--- src/stream_offset_pkg.sv ---
/*
 * constants for the per-stream input frame offset block: register indices,
 * field layout, reset values and the aligner state encoding.
 * assumes an apb slave with 32-bit data, one aligned word per register.
 */
package stream_offset_pkg;
    localparam int          num_streams     = 16;
    localparam int          streams_per_reg = 4;
    localparam int          num_offset_regs = 4;
    localparam int          field_w         = 4;
    localparam int          edge_pos        = 0;
    localparam int          offset_lsb      = 1;
    localparam int          offset_w        = 3;
    localparam int          reg_w           = 16;
    localparam int          addr_w          = 12;

    // register indices; byte address is four times the index
    localparam logic [9:0]  idx_offset_0_3   = 10'h003;
    localparam logic [9:0]  idx_offset_4_7   = 10'h004;
    localparam logic [9:0]  idx_offset_8_11  = 10'h005;
    localparam logic [9:0]  idx_offset_12_15 = 10'h006;
    localparam logic [9:0]  idx_mode         = 10'h007;
    localparam logic [9:0]  idx_status       = 10'h008;

    localparam logic [15:0] offset_reset     = 16'h0000;
    localparam logic [15:0] status_reset     = 16'h0000;
    localparam int          mode_gci_pos     = 0;
    localparam logic [3:0]  half_cnt_max     = 4'hf;

    typedef enum logic [1:0] {
        st_idle = 2'b00,
        st_wait = 2'b01,
        st_run  = 2'b10
    } align_state_e;
endpackage : stream_offset_pkg

--- src/stream_align_if.sv ---
/*
 * per-stream carrier between the register side and one stream aligner.
 * assumes edge and frame strobes are one-cycle pulses in the pclk domain.
 */
`timescale 1ns/1ps
interface stream_align_if;
    logic       link_rise;
    logic       link_fall;
    logic       frame_ref;
    logic       gci_mode;
    logic       data_in;
    logic [2:0] offset;
    logic       latch_edge;
    logic       frame_start;
    logic       bit_valid;
    logic       bit_out;

    modport ctl (
        output link_rise, link_fall, frame_ref, gci_mode, data_in, offset, latch_edge,
        input  frame_start, bit_valid, bit_out
    );
    modport aligner (
        input  link_rise, link_fall, frame_ref, gci_mode, data_in, offset, latch_edge,
        output frame_start, bit_valid, bit_out
    );
endinterface : stream_align_if

--- src/stream_aligner.sv ---
/*
 * one input stream aligner: counts half link-clock periods after the frame
 * reference and then samples the stream on the selected edge.
 * assumes link edges and frame reference arrive as pclk-domain pulses.
 */
`timescale 1ns/1ps
module stream_aligner (
    input  wire logic     pclk,
    input  wire logic     presetn,
    stream_align_if.aligner al
);
    typedef struct packed {
        stream_offset_pkg::align_state_e state;
        logic [3:0]                      half_cnt;
        logic                            bit_out;
        logic                            frame_start;
        logic                            bit_valid;
    } align_s;

    align_s     cur;
    align_s     next_cur;
    logic [3:0] target;
    logic       sample_edge;

    // whole periods doubled plus a half when the edge bit is set
    assign target = {al.offset, al.latch_edge};
    // native: 0 rising, 1 falling; gci: the reverse
    assign sample_edge = (al.latch_edge ^ al.gci_mode) ? al.link_fall
                                                        : al.link_rise;

    always_comb begin
        next_cur             = cur;
        next_cur.frame_start = 1'b0;
        next_cur.bit_valid   = 1'b0;
        if (al.frame_ref) begin
            next_cur.state    = stream_offset_pkg::st_wait;
            next_cur.half_cnt = '0;
        end else begin
            case (cur.state)
                stream_offset_pkg::st_wait: begin
                    if (sample_edge && cur.half_cnt >= target) begin
                        next_cur.bit_out     = al.data_in;
                        next_cur.frame_start = 1'b1;
                        next_cur.bit_valid   = 1'b1;
                        next_cur.state       = stream_offset_pkg::st_run;
                    end else if ((al.link_rise || al.link_fall)
                                 && cur.half_cnt != stream_offset_pkg::half_cnt_max) begin
                        next_cur.half_cnt = cur.half_cnt + 4'h1;
                    end
                end
                stream_offset_pkg::st_run: begin
                    if (sample_edge) begin
                        next_cur.bit_out   = al.data_in;
                        next_cur.bit_valid = 1'b1;
                    end
                end
                stream_offset_pkg::st_idle: begin
                    next_cur.state = stream_offset_pkg::st_idle;
                end
                default: begin
                    next_cur.state = stream_offset_pkg::st_idle;
                end
            endcase
        end
    end

    always_ff @(posedge pclk or negedge presetn) begin
        if (!presetn) begin
            cur <= '{state: stream_offset_pkg::st_idle, default: '0};
        end else begin
            cur <= next_cur;
        end
    end

    assign al.frame_start = cur.frame_start;
    assign al.bit_valid   = cur.bit_valid;
    assign al.bit_out     = cur.bit_out;
endmodule : stream_aligner

--- src/stream_input_frame_offset.sv ---
/*
 * per-stream input frame offset block: apb register file holding the four
 * offset registers, a mode and a status register, link edge detection and
 * sixteen stream aligners.
 * assumes link clock, frame pulse and streams are synchronous to pclk and
 * the link clock runs at most at a quarter of pclk.
 */
`timescale 1ns/1ps
module stream_input_frame_offset (
    input  wire logic        pclk,
    input  wire logic        presetn,
    input  wire logic        psel,
    input  wire logic        penable,
    input  wire logic        pwrite,
    input  wire logic [11:0] paddr,
    input  wire logic [31:0] pwdata,
    output logic      [31:0] prdata,
    output logic             pready,
    output logic             pslverr,
    input  wire logic        link_clk_in,
    input  wire logic        frame_pulse_in,
    input  wire logic [15:0] serial_stream_in,
    output logic      [15:0] rx_frame_start,
    output logic      [15:0] rx_bit_valid,
    output logic      [15:0] rx_bit
);
    typedef struct packed {
        logic                  prev_clk;
        logic                  prev_fp;
        logic [3:0][15:0]      offset_reg;
        logic                  gci_mode;
        logic [15:0]           status;
        logic [31:0]           prdata;
        logic                  pslverr;
    } top_s;

    top_s        cur;
    top_s        next_cur;
    logic [9:0]  idx;
    logic        link_rise;
    logic        link_fall;
    logic        frame_ref;
    logic        setup;
    logic        wr_access;
    logic        idx_is_offset;
    logic [1:0]  offset_sel;
    logic [15:0] frame_start_vec;
    logic [15:0] bit_valid_vec;
    logic [15:0] bit_vec;

    assign idx           = paddr[11:2];
    assign setup         = psel && !penable;
    assign wr_access     = psel && penable && pwrite;
    assign idx_is_offset = idx >= stream_offset_pkg::idx_offset_0_3
                        && idx <= stream_offset_pkg::idx_offset_12_15;
    assign offset_sel    = 2'(idx - stream_offset_pkg::idx_offset_0_3);
    assign link_rise     = link_clk_in && !cur.prev_clk;
    assign link_fall     = !link_clk_in && cur.prev_clk;
    // frame reference at the rising edge of the frame pulse
    assign frame_ref     = frame_pulse_in && !cur.prev_fp;

    always_comb begin
        next_cur          = cur;
        next_cur.prev_clk = link_clk_in;
        next_cur.prev_fp  = frame_pulse_in;

        // status: cleared by the new frame, a start in the same cycle wins
        if (frame_ref) begin
            next_cur.status = '0;
        end
        next_cur.status = next_cur.status | frame_start_vec;

        // read data and error captured in the setup cycle
        if (setup) begin
            next_cur.prdata  = '0;
            next_cur.pslverr = 1'b0;
            if (idx_is_offset) begin
                next_cur.prdata = {16'h0000, cur.offset_reg[offset_sel]};
            end else if (idx == stream_offset_pkg::idx_mode) begin
                next_cur.prdata[stream_offset_pkg::mode_gci_pos] = cur.gci_mode;
            end else if (idx == stream_offset_pkg::idx_status) begin
                next_cur.prdata = {16'h0000, cur.status};
            end else begin
                next_cur.pslverr = 1'b1;
            end
        end

        if (wr_access) begin
            if (idx_is_offset) begin
                next_cur.offset_reg[offset_sel] = pwdata[15:0];
            end else if (idx == stream_offset_pkg::idx_mode) begin
                next_cur.gci_mode = pwdata[stream_offset_pkg::mode_gci_pos];
            end
        end
    end

    always_ff @(posedge pclk or negedge presetn) begin
        if (!presetn) begin
            cur <= '{offset_reg: {4{stream_offset_pkg::offset_reset}},
                     status:     stream_offset_pkg::status_reset,
                     default:    '0};
        end else begin
            cur <= next_cur;
        end
    end

    assign pready         = 1'b1;
    assign prdata         = cur.prdata;
    assign pslverr        = cur.pslverr;
    assign rx_frame_start = frame_start_vec;
    assign rx_bit_valid   = bit_valid_vec;
    assign rx_bit         = bit_vec;

    for (genvar n = 0; n < stream_offset_pkg::num_streams; n++) begin : g_stream
        localparam int reg_i = n / stream_offset_pkg::streams_per_reg;
        localparam int lsb   = (n % stream_offset_pkg::streams_per_reg)
                             * stream_offset_pkg::field_w;
        stream_align_if al ();

        assign al.link_rise  = link_rise;
        assign al.link_fall  = link_fall;
        assign al.frame_ref  = frame_ref;
        assign al.gci_mode   = cur.gci_mode;
        assign al.data_in    = serial_stream_in[n];
        // edge bit lowest, three offset bits above it
        assign al.latch_edge = cur.offset_reg[reg_i][lsb + stream_offset_pkg::edge_pos];
        assign al.offset     = cur.offset_reg[reg_i][lsb + stream_offset_pkg::offset_lsb
                                                     +: stream_offset_pkg::offset_w];
        assign frame_start_vec[n] = al.frame_start;
        assign bit_valid_vec[n]   = al.bit_valid;
        assign bit_vec[n]         = al.bit_out;

        stream_aligner u_align (
            .pclk    (pclk),
            .presetn (presetn),
            .al      (al)
        );
    end
endmodule : stream_input_frame_offset

--- config.mk ---
export PLATFORM = sky130hd
export DESIGN_NAME = stream_input_frame_offset
export DESIGN_NICKNAME = d
export VERILOG_FILES = /design/src/stream_offset_pkg.sv /design/src/stream_align_if.sv /design/src/stream_aligner.sv /design/src/stream_input_frame_offset.sv
export SDC_FILE = /design/constraint.sdc
export NUM_CORES = 1
export LEC_CHECK = 0
export ABC_AREA = 1
export BUFFER_PORTS_ARGS = -buffer_cell sky130_fd_sc_hd__buf_4
export CORE_MARGIN = 10
export CORE_UTILIZATION = 45
export DETAILED_ROUTE_END_ITERATION = 8
export GPL_TIMING_DRIVEN = 0
export PLACE_DENSITY_LB_ADDON = 0.3
export SYNTH_ARGS = -nofsm -noshare
export SYNTH_HDL_FRONTEND = slang
export SYNTH_SLANG_ARGS = --single-unit
--- constraint.sdc ---
create_clock -name pclk -period 1.7 [get_ports pclk]
set_clock_uncertainty 0.05 [all_clocks]
set_input_delay 0.34 -clock pclk [delete_from_list [all_inputs] [get_ports pclk]]
set_output_delay 0.34 -clock pclk [all_outputs]
set_load 0.01 [all_outputs]
==> metrics <==
status=complete, but fails checks; failing checks=negative hold slack, negative setup slack; leakage=10.6 nW; fin crit share=1.01; initial antenna violation count=4; yosys warns=0; crit start category=register; mux contribution to synthesized area=0; core area=between 30000 and 40000 µm²; Hold Slack=-0.363 ns; Synth Area in Compound Gates=0.0822; vias in the first global route=~14000; # setup viols final=2; critical path endpoint category=register; Fmax=~580 MHz; die area=41700 µm²; I/O Buffers=113; Initial Utilization=0.456; drt wl/cell=~19 µm; CTS tree=yes; Post-Synth Simple-Gate Area=0.287; flops & latches, synth=roughly 240; Mapped Area=15300 µm²; Final min period=1.71 ns; Synth Area in XOR/XNOR=0.0183; Worst Tran Pin Value=between 0.6 and 0.7 ns; # IOs=between 100 and 150; Worst Path Max Fanout=5; Clock Sinks=about 240; Rows=67; Tot Pwr=roughly 0.018 W; Synth cell types=29; Avg Inst Size Synth=between 7 and 8 µm²; post-DR vias/cell=about 5.4; DR iter-0 viols=around 1200; DR DRC count=0; nets=around 2400; Worst Path Arrival=between 2 and 2.5 ns; Cells after DPL=2589; setup TNS=-0.0256 ns; Root Buffer=clkbuf_16; EDFF count, synth=0; R2R setup slack=-0.01 ns; vias post-DR=14700; Initial DRT Pass Iterations=6; post-layout util=0.597; largest net degree at the start of global routing=118; synthesized instance count=2011; final worst slack=-0.0145 ns; Max-cap violations=0; final antenna-violating net count=0; VDD IR-drop max=~0.77 mV; crit path launch=cur[115]; worst skew pair latency=around 0.57 ns; Reg clk slew, reported paths=0.06 ns; Post-Layout Cell Count=approximately 2700; drt total wl=51000 µm; TritonCTS Buffers=29; worst path required time=approximately 2.2 ns; Slew Limit Fails=0; worst hold path class=primary input to asynchronous set/reset pin; Synth Area in Adders=0.0967; Power Dens Cells=about 900 nW/µm²; Seq/Total Area, Yosys=0.400; chip width=~200 µm; combinational family with the most area after synthesis=simple AND/OR/NAND/NOR gates; DP HPWL=~35000 µm; gr usage total=0.228; Hold-fix buffers, CTS=15; CTS max path bufs=3; global-route wire length before repair=around 75000 µm; # H-tree levels=1; FF-to-FF Start=cur[115]; routability congestion estimate=0.964; share of layout cells above drive strength 1=0.277; Post-synth ARST share=1.00; Die Ht=~200 µm; Fin. Hold Viols=between 50 and 60; Primary FF master, synth=dfrtp_1; WS Path Type=register to register; RSZ-0062 raised after global routing=true; global-route congestion overflow total=0; Max transition margin=0.536; Area Growth Syn to Fin=31.1%
-- metrics by stage --
| step | instance area [µm²] | worst slack, ns | hold WS [ns] |
|---|---|---|---|
| 5_1_grt | 20000 | -0.120 | -0.327 |
| 3_3_place_gp | 16900 | -1.87 | 0.411 |
| 4_1_cts | 18500 | -0.0383 | -0.345 |
| 2_1_floorplan | 15500 | -0.0463 | -0.00559 |
| 6_report | 20000 | -0.0145 | -0.363 |
| 3_5_place_dp | 16900 | -1.57 | 0.245 |
-- worst max-delay path, cell delays in order, from the launching register on --
cell	delay, ns
dfrtp_1	0.43
inv_2	0.10
ha_4	0.23
clkbuf_16	0.21
nand2_2	0.09
nand2_4	0.11
nand2_4	0.06
nand3b_1	0.18
nand3_1	0.13
nand2_1	0.08
-- synthesized netlist by cell type (all sizes together), types with 15 or more instances --
| master | number | area, µm² |
|---|---|---|
| buf | 107 | 733 |
| xor2 | 16 | 140 |
| a21oi | 65 | 325 |
| nand4 | 99 | 619 |
| ha | 118 | 1480 |
| or2 | 15 | 93.8 |
| a21boi | 31 | 233 |
| nand2 | 583 | 2190 |
| nor2 | 110 | 438 |
| nand3 | 190 | 963 |
| o21ai | 113 | 566 |
| dfrtp | 244 | 6110 |
| o21bai | 15 | 113 |
| clkbuf | 33 | 124 |
| xnor2 | 16 | 140 |
| inv | 241 | 905 |
-- report_power, final --
| part | switching (W) | internal [W] | total, W | leakage (nW) |
|---|---|---|---|---|
| clock | 0.00258 | 0.00382 | 0.00640 | 0.490 |
| combinational | 0.00245 | 0.00206 | 0.00451 | 7.16 |
| sequential | 0.000817 | 0.00641 | 0.00723 | 2.95 |
-- cell families after synthesis --
| kind of cell | Yosys count |
|---|---|
| simple gates | 1006 |
| buf+inv | 383 |
| flops | 244 |
| compound gates | 226 |
| fa+ha+maj | 118 |
| xor+xnor | 32 |
| other cells | 2 |
-- placed cells by master, fill, tap and decap left out, types with 32 or more instances in the layout --
| cell type | count |
|---|---|
| o21ai_1 | 44 |
| nand2_1 | 501 |
| nand2_2 | 52 |
| inv_1 | 202 |
| clkbuf_16 | 32 |
| inv_2 | 35 |
| nor2_1 | 100 |
| dfrtp_1 | 218 |
| nand3_1 | 142 |
| nand3_2 | 40 |
| ha_1 | 90 |
| a21oi_1 | 51 |
| buf_4 | 262 |
| o21ai_0 | 69 |
| nand4_1 | 99 |
-- final cells by class --
cell class	instances	area, µm²
fillers	2943	13500
clock inverters	10	108
flip-flops and latches	244	6140
diodes	3	7.51
repair buffers	202	1650
plain buffers	138	1200
repair inverters	1	8.76
clock buffers	44	872
inverters	243	940
multi-input cells	1399	8540
well taps	448	561
-- per-layer routing --
metal / up-vias / wire, µm / track usage
li1: 6969 / - / -
met1: 6963 / 20500 / 0.288
met2: 625 / 22900 / 0.358
met3: 162 / 4810 / 0.0553
met4: 2 / 2730 / 0.113
met5: - / 15 / 0
-- path summary, 6_finish.rpt --
path | cells past startpoint | end
max | 9 | g_stream[14].u_align.cur[3]
max in group asynchronous | 3 | g_stream[13].u_align.cur[3]
min | 1 | g_stream[14].u_align.cur[6]
min in group pclk | 3 | cur[66]
max reg2reg | 9 | g_stream[14].u_align.cur[3]
min reg2reg | 2 | g_stream[4].u_align.al.bit_out
-- registers in the layout, summed over array words and instances, names as in the netlist --
register	cells
cur	82
g_stream.al.gci_mode	1
g_stream.u_align.al.bit_out	16
g_stream.u_align.al.bit_valid	16
g_stream.u_align.al.frame_start	16
g_stream.u_align.cur	96
prdata	16
pslverr	1
-- repair_timing --
item                       CTS  global route
hold endpoints to repair   100            51
resized for setup          117           269
cloned                       0             3
pin swaps                    8            74
setup endpoints to repair  177           197
buffers inserted            13            57
No activity file was read; power rests on OpenSTA's default activity.
